File: config.mk
export PLATFORM = sky130hd
export DESIGN_NAME = ppmg_top
export DESIGN_NICKNAME = d
export VERILOG_FILES = /design/src/ppmg_pkg.sv /design/src/ppmg_sync.sv /design/src/ppmg_top.sv
export SDC_FILE = /design/constraint.sdc
export NUM_CORES = 1
export LEC_CHECK = 0
export BUFFER_PORTS_ARGS = -buffer_cell sky130_fd_sc_hd__buf_2
export CAP_MARGIN = 25
export CORE_MARGIN = 2
export CORE_UTILIZATION = 30
export DETAILED_ROUTE_END_ITERATION = 16
export PLACE_DENSITY = 0.56
export SLEW_MARGIN = 15
export SYNTH_ARGS = -nofsm -noshare
export SYNTH_HDL_FRONTEND = slang
export SYNTH_SLANG_ARGS = --single-unit
File: constraint.sdc
create_clock -name clk_sys_in -period 1.4 [get_ports clk_sys_in]
set_input_delay 0.28 -clock clk_sys_in [delete_from_list [all_inputs] [get_ports clk_sys_in]]
set_output_delay 0.28 -clock clk_sys_in [all_outputs]
set_load 0.005 [all_outputs]
File: src/ppmg_pkg.sv
// Package with widths, reset values and encodings for the port pin mux block
package ppmg_pkg;
  localparam int PPMG_P0_W = 4;
  localparam int PPMG_P1_W = 8;
  localparam int PPMG_P2_W = 8;
  localparam int PPMG_P3_W = 6;
  // Port zero serial master pins
  localparam int PPMG_SPI_SCK_BIT = 0;
  localparam int PPMG_SPI_MO_BIT = 1;
  localparam int PPMG_SPI_MI_BIT = 2;
  // Serial port pins
  localparam int PPMG_UART_RX_BIT = 0;
  localparam int PPMG_UART_TX_BIT = 1;
  // Port three interrupt and pulse pins
  localparam int PPMG_INT0_BIT = 2;
  localparam int PPMG_EXTERNAL_INTERRUPT_ONE_BIT = 3;
  localparam int PPMG_PULSE_OUTPUT_TWO_BIT = 4;
  localparam int PPMG_PULSE_OUTPUT_THREE_BIT = 5;
  // Reset values
  localparam logic [7:0] PPMG_DIR_RST = 8'h00;
  localparam logic [7:0] PPMG_DATA_RST = 8'hff;
  // Synchroniser depth
  localparam int PPMG_SYNC_STAGES = 2;
  // Converter pin mode field
  typedef enum logic [1:0] {
    PPMG_AD2_ADC = 2'h0,
    PPMG_AD2_RSSI = 2'h1,
    PPMG_AD2_IF = 2'h2
  } ppmg_ad2_mode_t;
endpackage

File: src/ppmg_sync.sv
// Two flip-flop synchroniser for a vector of asynchronous inputs
`timescale 1ns/100ps
module ppmg_sync #(
  parameter int WIDTH = 1,
  parameter logic [WIDTH-1:0] RST_VAL = '0
) (
  input wire logic clk_sys_in,
  input wire logic rst_n_in,
  input wire logic [WIDTH-1:0] async_in,
  output logic [WIDTH-1:0] sync_out
);
  logic [WIDTH-1:0] meta_q;
  logic [WIDTH-1:0] meta_d;
  logic [WIDTH-1:0] sync_q;
  logic [WIDTH-1:0] sync_d;

  // First stage feeds only the second stage
  always_comb begin
    meta_d = async_in;
    sync_d = meta_q;
  end

  always_ff @(posedge clk_sys_in) begin
    if (!rst_n_in) begin
      meta_q <= RST_VAL;
      sync_q <= RST_VAL;
    end else begin
      meta_q <= meta_d;
      sync_q <= sync_d;
    end
  end

  assign sync_out = sync_q;
endmodule

File: src/ppmg_top.sv
// Port pin multiplexer and general I/O ports with alternate functions
`timescale 1ns/100ps
module ppmg_top import ppmg_pkg::*; #(
  parameter int P0_W = PPMG_P0_W,
  parameter int P1_W = PPMG_P1_W,
  parameter int P2_W = PPMG_P2_W,
  parameter int P3_W = PPMG_P3_W
) (
  input wire logic clk_sys_in,
  input wire logic rst_n_in,
  input wire logic ext_reset_n_in,
  input wire logic por_enable_in,
  input wire logic por_event_in,
  input wire logic flash_program_enable_n_in,
  // Register write strobes and data from the core
  input wire logic port_zero_direction_we_in,
  input wire logic port_one_direction_we_in,
  input wire logic port_two_direction_we_in,
  input wire logic port_three_direction_we_in,
  input wire logic port_zero_data_we_in,
  input wire logic port_one_data_we_in,
  input wire logic port_two_data_we_in,
  input wire logic port_three_data_we_in,
  input wire logic [7:0] reg_wdata_in,
  // Alternate function controls
  input wire logic serial_master_enable_in,
  input wire logic spi_sck_in,
  input wire logic spi_mosi_in,
  input wire logic uart_zero_enable_in,
  input wire logic uart_zero_transmit_in,
  input wire logic uart_one_enable_in,
  input wire logic uart_one_transmit_in,
  input wire logic pwm_two_enable_in,
  input wire logic pulse_output_two_in,
  input wire logic pwm_three_enable_in,
  input wire logic pulse_output_three_in,
  input wire logic [1:0] interrupt_enable_reg_in,
  input wire logic [1:0] int_edge_mode_in,
  input wire logic [1:0] int_clear_in,
  input wire logic [1:0] rf_front_end_config_in,
  // Pins
  input wire logic [P0_W-1:0] port_zero_pin_in,
  input wire logic [P1_W-1:0] port_one_pin_in,
  input wire logic [P2_W-1:0] port_two_pin_in,
  input wire logic [P3_W-1:0] port_three_pin_in,
  output logic [P0_W-1:0] port_zero_pin_out,
  output logic [P0_W-1:0] port_zero_pin_oe_out,
  output logic [P1_W-1:0] port_one_pin_out,
  output logic [P1_W-1:0] port_one_pin_oe_out,
  output logic [P2_W-1:0] port_two_pin_out,
  output logic [P2_W-1:0] port_two_pin_oe_out,
  output logic [P3_W-1:0] port_three_pin_out,
  output logic [P3_W-1:0] port_three_pin_oe_out,
  // Read-back and peripheral inputs
  output logic [P0_W-1:0] port_zero_data_out,
  output logic [P1_W-1:0] port_one_data_out,
  output logic [P2_W-1:0] port_two_data_out,
  output logic [P3_W-1:0] port_three_data_out,
  output logic spi_miso_out,
  output logic uart_zero_receive_out,
  output logic uart_one_receive_out,
  output logic [1:0] ext_int_req_out,
  output logic flash_programming_out,
  output logic por_reset_out,
  output logic sys_reset_n_out,
  output logic [1:0] ad2_mode_out
);
  localparam int PIN_W = P0_W + P1_W + P2_W + P3_W;
  localparam int IN_W = PIN_W + 4;
  logic [IN_W-1:0] raw_in;
  logic [IN_W-1:0] syn_in;
  logic [P0_W-1:0] p0_pin;
  logic [P1_W-1:0] p1_pin;
  logic [P2_W-1:0] p2_pin;
  logic [P3_W-1:0] p3_pin;
  logic rst_pin_s;
  logic flash_program_enable_n_n_s;
  logic por_en_s;
  logic por_evt_s;
  // Every pin and strap passes two flip-flops; reset, program and interrupt pins idle high
  // so the edge detector sees no false falling edge as reset ends
  // reset synchronised
  assign raw_in = {ext_reset_n_in, flash_program_enable_n_in, por_enable_in, por_event_in,
                   port_three_pin_in, port_two_pin_in, port_one_pin_in, port_zero_pin_in};
  ppmg_sync #(
    .WIDTH(IN_W),
    .RST_VAL((IN_W'(3) << (IN_W-2)) | (IN_W'(3) << (PIN_W-P3_W+PPMG_INT0_BIT)))
  ) u_sync (
    .clk_sys_in(clk_sys_in),
    .rst_n_in(rst_n_in),
    .async_in(raw_in),
    .sync_out(syn_in)
  );
  assign p0_pin = syn_in[P0_W-1:0];
  assign p1_pin = syn_in[P0_W+P1_W-1:P0_W];
  assign p2_pin = syn_in[P0_W+P1_W+P2_W-1:P0_W+P1_W];
  assign p3_pin = syn_in[PIN_W-1:P0_W+P1_W+P2_W];
  assign por_evt_s = syn_in[PIN_W];
  assign por_en_s = syn_in[PIN_W+1];
  assign flash_program_enable_n_n_s = syn_in[PIN_W+2];
  assign rst_pin_s = syn_in[PIN_W+3];

  // Direction and data registers
  logic [P0_W-1:0] dir0_q, dir0_d, dat0_q, dat0_d;
  logic [P1_W-1:0] dir1_q, dir1_d, dat1_q, dat1_d;
  logic [P2_W-1:0] dir2_q, dir2_d, dat2_q, dat2_d;
  logic [P3_W-1:0] dir3_q, dir3_d, dat3_q, dat3_d;

  always_comb begin
    dir0_d = port_zero_direction_we_in ? reg_wdata_in[P0_W-1:0] : dir0_q;
    dir1_d = port_one_direction_we_in ? reg_wdata_in[P1_W-1:0] : dir1_q;
    dir2_d = port_two_direction_we_in ? reg_wdata_in[P2_W-1:0] : dir2_q;
    dir3_d = port_three_direction_we_in ? reg_wdata_in[P3_W-1:0] : dir3_q;
    dat0_d = port_zero_data_we_in ? reg_wdata_in[P0_W-1:0] : dat0_q;
    dat1_d = port_one_data_we_in ? reg_wdata_in[P1_W-1:0] : dat1_q;
    dat2_d = port_two_data_we_in ? reg_wdata_in[P2_W-1:0] : dat2_q;
    dat3_d = port_three_data_we_in ? reg_wdata_in[P3_W-1:0] : dat3_q;
  end

  always_ff @(posedge clk_sys_in) begin
    if (!rst_n_in) begin
      dir0_q <= PPMG_DIR_RST[P0_W-1:0];
      dir1_q <= PPMG_DIR_RST[P1_W-1:0];
      dir2_q <= PPMG_DIR_RST[P2_W-1:0];
      dir3_q <= PPMG_DIR_RST[P3_W-1:0];
      dat0_q <= PPMG_DATA_RST[P0_W-1:0];
      dat1_q <= PPMG_DATA_RST[P1_W-1:0];
      dat2_q <= PPMG_DATA_RST[P2_W-1:0];
      dat3_q <= PPMG_DATA_RST[P3_W-1:0];
    end else begin
      dir0_q <= dir0_d;
      dir1_q <= dir1_d;
      dir2_q <= dir2_d;
      dir3_q <= dir3_d;
      dat0_q <= dat0_d;
      dat1_q <= dat1_d;
      dat2_q <= dat2_d;
      dat3_q <= dat3_d;
    end
  end

  // Pin drive computation with alternate-function overrides
  logic [P0_W-1:0] p0_o_d, p0_oe_d, p0_o_q, p0_oe_q;
  logic [P1_W-1:0] p1_o_q, p1_oe_q;
  logic [P2_W-1:0] p2_o_d, p2_oe_d, p2_o_q, p2_oe_q;
  logic [P3_W-1:0] p3_o_d, p3_oe_d, p3_o_q, p3_oe_q;
  logic spi_own, flash_program_enable_n_own;

  // Programmer owns the serial pins; the core master then stays off them
  // program enable
  assign flash_program_enable_n_own = !flash_program_enable_n_n_s;
  assign spi_own = serial_master_enable_in && !flash_program_enable_n_own;

  always_comb begin
    p0_o_d = dat0_q;
    p0_oe_d = dir0_q;
    if (spi_own) begin
      p0_o_d[PPMG_SPI_SCK_BIT] = spi_sck_in;
      p0_o_d[PPMG_SPI_MO_BIT] = spi_mosi_in;
      p0_o_d[PPMG_SPI_MI_BIT] = 1'b0;
      p0_oe_d[PPMG_SPI_MO_BIT] = 1'b1;
      p0_oe_d[PPMG_SPI_MI_BIT] = 1'b0;
      p0_oe_d[PPMG_SPI_SCK_BIT] = 1'b1;
    end else if (flash_program_enable_n_own) begin
      // Clock and data in come from the programmer; released to input
      p0_oe_d[PPMG_SPI_SCK_BIT] = 1'b0;
      p0_oe_d[PPMG_SPI_MO_BIT] = 1'b0;
      p0_oe_d[PPMG_SPI_MI_BIT] = 1'b0;
    end
    p2_o_d = dat2_q;
    p2_oe_d = dir2_q;
    if (uart_one_enable_in) begin
      p2_oe_d[PPMG_UART_RX_BIT] = 1'b0;
      p2_o_d[PPMG_UART_TX_BIT] = uart_one_transmit_in;
      p2_oe_d[PPMG_UART_TX_BIT] = 1'b1;
    end
    p3_o_d = dat3_q;
    p3_oe_d = dir3_q;
    if (uart_zero_enable_in) begin
      p3_oe_d[PPMG_UART_RX_BIT] = 1'b0;
      p3_o_d[PPMG_UART_TX_BIT] = uart_zero_transmit_in;
      p3_oe_d[PPMG_UART_TX_BIT] = 1'b1;
    end
    if (pwm_two_enable_in) begin
      p3_o_d[PPMG_PULSE_OUTPUT_TWO_BIT] = pulse_output_two_in;
      p3_oe_d[PPMG_PULSE_OUTPUT_TWO_BIT] = 1'b1;
    end
    if (pwm_three_enable_in) begin
      p3_o_d[PPMG_PULSE_OUTPUT_THREE_BIT] = pulse_output_three_in;
      p3_oe_d[PPMG_PULSE_OUTPUT_THREE_BIT] = 1'b1;
    end
  end

  // Pin outputs registered so pins never glitch on mux changes
  always_ff @(posedge clk_sys_in) begin
    if (!rst_n_in) begin
      p0_o_q <= '0;
      p0_oe_q <= '0;
      p1_o_q <= '0;
      p1_oe_q <= '0;
      p2_o_q <= '0;
      p2_oe_q <= '0;
      p3_o_q <= '0;
      p3_oe_q <= '0;
    end else begin
      p0_o_q <= p0_o_d;
      p0_oe_q <= p0_oe_d;
      p1_o_q <= dat1_q;
      p1_oe_q <= dir1_q;
      p2_o_q <= p2_o_d;
      p2_oe_q <= p2_oe_d;
      p3_o_q <= p3_o_d;
      p3_oe_q <= p3_oe_d;
    end
  end

  // Read-back and peripheral inputs, plus interrupt detection state
  logic [P0_W-1:0] rd0_q;
  logic [P1_W-1:0] rd1_q;
  logic [P2_W-1:0] rd2_q;
  logic [P3_W-1:0] rd3_q;
  logic miso_q, rx0_q, rx1_q, flash_program_enable_n_q;
  logic [1:0] int_lvl, int_prev_q, int_pend_q, int_pend_d, int_req_d, int_req_q;

  assign int_lvl = {p3_pin[PPMG_EXTERNAL_INTERRUPT_ONE_BIT], p3_pin[PPMG_INT0_BIT]};

  // Pending edge sets win over a clear in the same cycle
  // level or edge
  always_comb begin
    int_pend_d = (int_pend_q & ~int_clear_in) | (int_prev_q & ~int_lvl & int_edge_mode_in);
    // Interrupt inputs are active low, as usual for this core family
    // gated by enable
    int_req_d = interrupt_enable_reg_in & ((int_edge_mode_in & int_pend_d) | (~int_edge_mode_in & ~int_lvl));
  end

  always_ff @(posedge clk_sys_in) begin
    if (!rst_n_in) begin
      rd0_q <= '0;
      rd1_q <= '0;
      rd2_q <= '0;
      rd3_q <= '0;
      miso_q <= 1'b0;
      rx0_q <= 1'b1;
      rx1_q <= 1'b1;
      flash_program_enable_n_q <= 1'b0;
      int_prev_q <= 2'h3;
      int_pend_q <= 2'h0;
      int_req_q <= 2'h0;
    end else begin
      rd0_q <= p0_pin;
      rd1_q <= p1_pin;
      rd2_q <= p2_pin;
      rd3_q <= p3_pin;
      miso_q <= p0_pin[PPMG_SPI_MI_BIT];
      rx0_q <= uart_zero_enable_in ? p3_pin[PPMG_UART_RX_BIT] : 1'b1;
      rx1_q <= uart_one_enable_in ? p2_pin[PPMG_UART_RX_BIT] : 1'b1;
      flash_program_enable_n_q <= flash_program_enable_n_own;
      int_prev_q <= int_lvl;
      int_pend_q <= int_pend_d;
      int_req_q <= int_req_d;
    end
  end

  // Reset and power-on reset state
  logic por_q, sysrst_n_q;
  logic [1:0] ad2_q;
  ppmg_ad2_mode_t ad2_sel;

  // converter pin mode, unknown codes fall back to the converter
  always_comb begin
    ad2_sel = PPMG_AD2_ADC;
    unique case (rf_front_end_config_in)
      PPMG_AD2_RSSI: ad2_sel = PPMG_AD2_RSSI;
      PPMG_AD2_IF: ad2_sel = PPMG_AD2_IF;
      default: ad2_sel = PPMG_AD2_ADC;
    endcase
  end

  always_ff @(posedge clk_sys_in) begin
    if (!rst_n_in) begin
      por_q <= 1'b0;
      sysrst_n_q <= 1'b0;
      ad2_q <= 2'h0;
    end else begin
      por_q <= por_en_s && por_evt_s;
      sysrst_n_q <= rst_pin_s && !(por_en_s && por_evt_s);
      ad2_q <= ad2_sel;
    end
  end

  assign port_zero_pin_out = p0_o_q;
  assign port_zero_pin_oe_out = p0_oe_q;
  assign port_one_pin_out = p1_o_q;
  assign port_one_pin_oe_out = p1_oe_q;
  assign port_two_pin_out = p2_o_q;
  assign port_two_pin_oe_out = p2_oe_q;
  assign port_three_pin_out = p3_o_q;
  assign port_three_pin_oe_out = p3_oe_q;
  assign port_zero_data_out = rd0_q;
  assign port_one_data_out = rd1_q;
  assign port_two_data_out = rd2_q;
  assign port_three_data_out = rd3_q;
  assign spi_miso_out = miso_q;
  assign uart_zero_receive_out = rx0_q;
  assign uart_one_receive_out = rx1_q;
  assign ext_int_req_out = int_req_q;
  assign flash_programming_out = flash_program_enable_n_q;
  assign por_reset_out = por_q;
  assign sys_reset_n_out = sysrst_n_q;
  assign ad2_mode_out = ad2_q;
endmodule

# == Word-level counts from Yosys, hierarchy flattened ==
# Index checks and enable logic that the tools add are counted.
# word_totals
ramBits,0
n_memories,0
out_inout_bits,88
elab_cells,74
latchBits,0
romBits,0
reg_bits,204
inputBits,67
# classes
n_mux,12
n_addsub,0
eq_ne,2
n_bitwise,13
div_mod_pow,0
n_lt_le_gt_ge,0
reduce_logical,11
mul,0
shift,0
# op_table
cell,count
$and 2x2->2,6
$mux 2,5
$mux 1,6
$not 2->2,3
$reduce_or 2->1,3
$or 2x2->2,2
$pmux 2 s2,1
$reduce_and 2->1,2
$logic_and 1x1->1,3
$reduce_or 3->1,1
$eq 2x1->1 const B,1
$eq 2x2->1 const B,1
$logic_not 1->1,2
$not 1->1,2

# == Logic depth before layout (Yosys ltp) ==
# Gate-level depths: netlist (run 1).
# logic_depth
ltp_word,7
mapped_depth,4
ltp_nobuf,3

# == By module ==
# Synthesis (run 1) repeated with hierarchy kept, for this count alone.
# unflattened
cells_unflattened,519
hier_area_um2,6137.1
# by_module_without_submodules
module,seq_area_each_um2,cells_each,area_per_inst_um2,n_inst
ppmg_top,2862.7,393,4528.1,1
ppmg_sync,1201.2,126,1609.0,1

# == Worst setup path after synthesis (run 1) ==
# Ideal clock, no wire load.
# synth_timing
path_kind,input to register
from,in port_one_data_we_in
to,reg dat1_q[0]
slack_ns,0.542
setup_ns,0.115
path_stages,3
path_buffers,1
required_time_ns,1.285
t_arrival_ns,0.743
cell_sequence,clkbuf_2 mux2i_1 nand2_1
# synth_rtl
item,line_no,source
"start, declared",ppmg_top.sv:21,"input wire logic port_one_data_we_in,"
"end signal, assigned",ppmg_top.sv:127,dat1_q <= PPMG_DATA_RST[P1_W-1:0];
"end signal, assigned",ppmg_top.sv:136,dat1_q <= dat1_d;
"end, declared",ppmg_top.sv:105,"logic [P1_W-1:0] dir1_q, dir1_d, dat1_q, dat1_d;"

# == Final worst setup path (run 1) ==
# layout_timing
from,reg p3_o_q[5] (netlist: port_three_pin_out[5])
to,out port_three_pin_out[5]
# layout_rtl
item,line_no,source
"start, declared",ppmg_top.sv:146,"logic [P3_W-1:0] p3_o_d, p3_oe_d, p3_o_q, p3_oe_q;"
"start signal, assigned",ppmg_top.sv:212,p3_o_q <= p3_o_d;
"end, declared",ppmg_top.sv:52,"output logic [P3_W-1:0] port_three_pin_out,"
# No word-level cell between the ends.

==> impl_metrics.json, run 1 <==
{
  "status": "finished, final reports clean",
  "critPathArrivalTime_ns": 0.95,
  "synth.avg_cell_area_um2": 11.8,
  "grt_pass1_wl_mm": 19.7,
  "max_freq_ghz": 0.814,
  "end_kind": "output pin",
  "fin_util": 0.409,
  "crit_slowest_cell": "dfxtp_1",
  "placed_area_um2": 7120,
  "worstPathRequired_ns": 1.12,
  "worstPathCellList": "buf_2",
  "clock-sinks": 203,
  "routedWlPerCell_um": 12.4,
  "min_to": "ext_int_req_out[1]",
  "p_leak_nw": 3.81,
  "syn-num-nets": 587,
  "gr-max-usage-layer": "met2",
  "post-cts-setup-buffer-count": 0,
  "p_sw_mw": 2.60,
  "netlist_area_um2": 6140,
  "fin_area_um2": 8250,
  "die_h_um": 147,
  "reg2reg_to": "port_zero_pin_out[2]",
  "drv_cap": 0,
  "p_seq_frac": 0.481,
  "max_slew_margin": 0.818,
  "skew_ns": 0.00480,
  "synth_cell_types": 25,
  "drc": 0,
  "io_buffer_count": 154,
  "ff2ff_setup_slack_ns": 0.61,
  "netSwitchingFraction": 0.203,
  "worstHoldPathType": "in -> reg",
  "maxSlewViolCount": 0,
  "grt_pass1_vias": 3996,
  "setup_tns_ns": 0,
  "worst-path-buf-inv": 1,
  "grt_setup_unrepaired": "no",
  "ir_worst_vdd_uv": 1010,
  "cts_root_buf": "clkbuf_16",
  "crit_path_max_fanout": 1,
  "cts_tree": "built",
  "reg2regPathDepth": 2,
  "clk_latency_ns": 0.49,
  "num-fill-cells": 1934,
  "htree_levels": 1,
  "ys_warn_count": 0,
  "clkTransAtPathRegs_ns": 0.06,
  "internal_power_mw": 10.2,
  "finalNetCount": 770,
  "critical_path.top_delay_family": "flip-flops",
  "dieArea_um2": 21600,
  "grt_max_degree": 79,
  "n_antenna_cell": 0,
  "grt_use_met2": 0.181,
  "ios": 155,
  "combPwrFrac": 0.060,
  "cts_buffer_depth": 3,
  "slowest_delay_ns": 0.34,
  "holdWs_ns": 0.0295,
  "hold_viol": 0,
  "hold_depth": 2,
  "cts-resized-gates": 0,
  "grtUsageMet1": 0.138,
  "grt_usage": 0.112,
  "gr-total-overflow": 0,
  "synthCells": 520,
  "yosysTopAreaCell": "dfxtp_1",
  "post-dp-hpwl_mm": 8.10,
  "layout-drive-gt1-share": 0.269,
  "coreArea_um2": 20200,
  "ys_seq_area_frac": 0.662,
  "total_power_mw": 12.8,
  "cts_buffers": 22,
  "p_clk_frac": 0.459,
  "avgViaCountPerCell": 3.98,
  "worstMarginPinSlew_ns": 0.272,
  "rows": 52,
  "ys_top_cells_by_area": "dfxtp_1 66%, and2_1 12%, mux2i_1 9.1%, nor2b_1 3.4%, nand2_1 2.1%",
  "antenna_left": 0,
  "power_density_nw_per_um2": 1560,
  "firstDrtPassIters": 4,
  "dr_total_vias": 3929,
  "dieWidth_um": 147,
  "start_util": 0.304,
  "area_delta_synth_final_pct": 34.4,
  "drt_iter0_markers": 97,
  "ys_seq_elements": 203,
  "grt_use_met3": 0.0453,
  "drt_wl_total_mm": 12.3,
  "reg2reg_from": "u_sync.sync_out[28]",
  "critPathLaunchType": "flop",
  "hold_start": "interrupt_enable_reg_in[1]",
  "finalCritPeriodShare": 0.878,
  "finalSetupViolCount": 0,
  "antenna_found_initial": 0,
  "gp_congestion": 0.728,
  "yosys.area.top_type_share": 0.662,
  "fin_crit_ns": 1.23,
  "path_class": "reg -> out"
}
## cells in the mapped netlist
| master | instances |
|---|---|
| nor2b_1 | 33 |
| nand3b_1 | 4 |
| nand2_2 | 1 |
| nor2_1 | 7 |
| buf_6 | 1 |
| inv_1 | 2 |
| nand2_1 | 34 |
| clkbuf_1 | 6 |
| buf_2 | 8 |
| buf_1 | 1 |
| nand3_1 | 2 |
| and3_1 | 4 |
| a21oi_1 | 1 |
| o22ai_1 | 2 |
| and3b_1 | 1 |
| nand2b_1 | 11 |
| clkbuf_2 | 12 |
| dfxtp_1 | 203 |
| o21ai_0 | 1 |
| and2_1 | 115 |
| nor3b_2 | 1 |
| a21boi_0 | 3 |
| buf_4 | 7 |
| mux2i_1 | 56 |
| o21a_1 | 4 |
## through the flow
step | cells | setup WS, ns
global route | 987 | 0.110
CTS | 987 | 0.137
global placement | 912 | 0.461
finish | 987 | 0.171
floorplan | 520 | 0.542
detailed placement | 912 | 0.401
## state kept, by name, indices dropped and copies added, names as in the netlist, 4 cells and up
name,count
dir0_q,4
port_two_pin_out,8
dat0_q,4
port_three_pin_out,6
port_two_pin_oe_out,8
port_one_pin_oe_out,8
dat3_q,6
port_one_data_out,8
port_three_data_out,6
dir2_q,8
dat2_q,8
port_zero_pin_oe_out,4
port_three_pin_oe_out,6
u_sync.meta_q,30
dir3_q,6
dir1_q,8
port_zero_pin_out,4
port_zero_data_out,4
port_one_pin_out,8
port_two_data_out,8
u_sync.sync_out,30
dat1_q,8
## power groups by stage
stage	logic (mW)	clock network, mW	registers, mW
after global placement	0.694	0	6.29
after detailed placement	0.709	0	6.29
after CTS	0.788	6.10	6.17
after floorplan	0.399	0	6.29
after global routing	0.866	6.35	6.20
final	0.776	5.88	6.17
## logic make-up (layout without fill, tap and decap cells)
family,count (synthesis),after routing,synth area share
AOI/OAI and AO/OA,11,11,0.0122
buffers and inverters,37,234,0.0322
DFF,203,203,0.662
muxes,56,56,0.0913
and+or+nand+nor,213,213,0.202
## per-layer routing
metal	wire, um	vias up
met5	0	-
met4	223	0
met3	1230	22
met2	5320	136
met1	5480	1765
li1	-	2006
## cell type report
class	instances	area, um2	area share
Tap cell	270	338	0.0410
Clock inverter	4	72.6	0.00880
Multi-Input combinational cell	280	1880	0.228
Inverter	2	7.51	0.000910
Sequential cell	203	4060	0.493
Timing Repair Buffer	194	1200	0.146
Clock buffer	34	687	0.0833
## how the worst max path moves through the flow
stage	slack [ns]	depth (start not counted)	endpoint	startpoint
global placement	0.46	4	port_zero_pin_oe_out[2]	rst_n_in
finish	0.17	1	port_three_pin_out[5]	port_three_pin_out[5]
floorplan	0.54	3	dat1_q[0]	port_one_data_we_in
global route	0.11	1	port_three_pin_out[5]	port_three_pin_out[5]
detailed placement	0.40	4	sys_reset_n_out	rst_n_in
CTS	0.14	1	port_three_pin_out[5]	port_three_pin_out[5]
## cells in the final DEF (no fill, tap or decap)
master	Yosys	routed
a21boi_0	3	3
a21oi_1	1	1
and2_1	115	115
and3_1	4	4
and3b_1	1	1
buf_12	0	3
buf_2	8	153
buf_4	7	1
bufinv_16	0	2
clkbuf_1	6	4
clkbuf_16	0	23
clkbuf_8	0	7
clkinv_2	0	1
clkinvlp_4	0	1
dfxtp_1	203	203
dlygate4sd3_1	0	37
inv_1	2	2
mux2i_1	56	56
nand2_1	34	34
nand2_2	1	1
nand2b_1	11	11
nand3_1	2	2
nand3b_1	4	4
nor2_1	7	7
nor2b_1	33	33
nor3b_2	1	1
o21a_1	4	4
o21ai_0	1	1
o22ai_1	2	2
## repair_timing
action	in CTS	in global routing
endpoints found under the setup margin	0	0
hold buffers	37	0
hold endpoints to repair	36	0
No activity file was read; power rests on OpenSTA's default activity.
==> run 2: changes to the inputs <==
- GPL_ROUTABILITY_DRIVEN: not set -> 0
- clock period: 1.4 -> 1.3 ns (I/O delays scaled with it)
==> impl_metrics.json, run 2 (synthesis gave the netlist of run 1 again) <==
{
  "grt_pass1_wl_mm": 19.7,
  "drt_iter0_markers": 93,
  "post-cts-setup-buffer-count": 0,
  "cts_hold_buf": 38,
  "ios": 155,
  "seq_area_um2": 4060,
  "antenna_found_initial": 0,
  "layout-drive-gt1-share": 0.268,
  "area_delta_synth_final_pct": 34.7,
  "start_util": 0.304,
  "dr_total_vias": 3932,
  "firstDrtPassIters": 4,
  "setup_tns_ns": 0,
  "crit_path_max_fanout": 1,
  "stdcell_count": 989,
  "gr-total-overflow": 0,
  "mostFrequentLayoutCell": "dfxtp_1",
  "cts_buffers": 22,
  "max_slew_margin": 0.818,
  "final_cell_mix": "203 x dfxtp_1, 153 x buf_2, 115 x and2_1, 56 x mux2i_1, 39 x dlygate4sd3_1",
  "finalNetCount": 772,
  "cts_buffer_depth": 3,
  "clk_latency_ns": 0.49,
  "finalSetupViolCount": 0,
  "n_antenna_cell": 0,
  "fin_crit_ns": 1.21,
  "status": "finished, final reports clean",
  "drt_wl_total_mm": 12.3,
  "num-fill-cells": 1932,
  "antenna_left": 0,
  "critical_path.top_delay_family": "flip-flops",
  "io_buffer_count": 154,
  "ff2ff_setup_slack_ns": 0.51,
  "post-dp-hpwl_mm": 8.10,
  "skew_ns": 0.00480,
  "power_density_nw_per_um2": 1670,
  "cts_root_buf": "clkbuf_16",
  "grt_setup_unrepaired": "no",
  "ir_worst_vdd_uv": 1090,
  "avgViaCountPerCell": 3.98,
  "critPathArrivalTime_ns": 0.95,
  "coreArea_um2": 20200,
  "hold_viol": 0,
  "clkTransAtPathRegs_ns": 0.06,
  "multi_input_area_um2": 1880,
  "end_kind": "output pin",
  "routedWlPerCell_um": 12.4,
  "place_ws_ns": 0.321,
  "dieArea_um2": 21600,
  "cts-resized-gates": 0,
  "worstMarginPinSlew_ns": 0.272,
  "clock-sinks": 203,
  "cts_tree": "built",
  "grt_usage": 0.112,
  "crit_slowest_cell": "dfxtp_1",
  "path_class": "reg -> out",
  "drc": 0,
  "grt_pass1_vias": 3999,
  "critPathLaunchType": "flop",
  "maxSlewViolCount": 0,
  "p_leak_nw": 3.82,
  "drv_cap": 0,
  "max_freq_ghz": 0.827,
  "worstPathRequired_ns": 1.04,
  "worst-path-buf-inv": 1,
  "die_h_um": 147,
  "finalCritPeriodShare": 0.930,
  "worstHoldPathType": "in -> reg",
  "fin_util": 0.410,
  "setup_ws_ns": 0.0910,
  "rows": 52,
  "place_inst": 912,
  "htree_levels": 1,
  "dieWidth_um": 147,
  "worstPathCellList": "buf_2",
  "grt_max_degree": 79,
  "slowest_delay_ns": 0.34
}
==> run 2: cell types whose count changed in the layout (fill, tap and decap cells not counted), sizes merged <==
cell | before | now
dlygate4sd3 | 37 | 39
==> run 2: final cells by class <==
| class | count | share of cell area |
|---|---|---|
| multi-input combinational | 280 | 0.227 |
| timing repair buffer | 196 | 0.148 |
| clock inverter | 4 | 0.00878 |
| inverter | 2 | 0.000908 |
| clock buffer | 34 | 0.0831 |
| tap | 270 | 0.0409 |
| sequential | 203 | 0.491 |
==> run 2: power by group <==
group / internal (mW) / total (mW) / switching (mW) / leakage (nW)
clock: 4.01 / 6.34 / 2.34 / 0.371
combinational: 0.470 / 0.840 / 0.370 / 1.77
sequential: 6.54 / 6.64 / 0.102 / 1.68
total: 11.0 / 13.8 / 2.81 / 3.82
==> run 2: path summary, 6_finish.rpt <==
kind,start,endpoint,depth (start not counted)
max,port_three_pin_out[5],port_three_pin_out[5],1
min,pulse_output_two_in,port_three_pin_out[4],3
max reg2reg,u_sync.sync_out[28],port_zero_pin_out[2],2
min reg2reg,u_sync.meta_q[29],u_sync.sync_out[29],1
==> run 2: metal layers <==
metal	wire length [um]	up-vias	GRT usage
met5	0	-	0
met4	223	0	0.0313
met3	1210	22	0.0444
met2	5320	136	0.181
met1	5510	1765	0.138
li1	-	2009	-
==> run 2: per-stage QoR <==
stage | power (mW) | hold slack [ns] | area [um2]
floorplan | 7.20 | 0.330 | 6140
global placement | 7.52 | 0.389 | 7120
detailed placement | 7.54 | 0.391 | 7120
CTS | 14.1 | 0.00133 | 8260
global route | 14.5 | 0.0225 | 8270
finish | 13.8 | 0.0315 | 8270
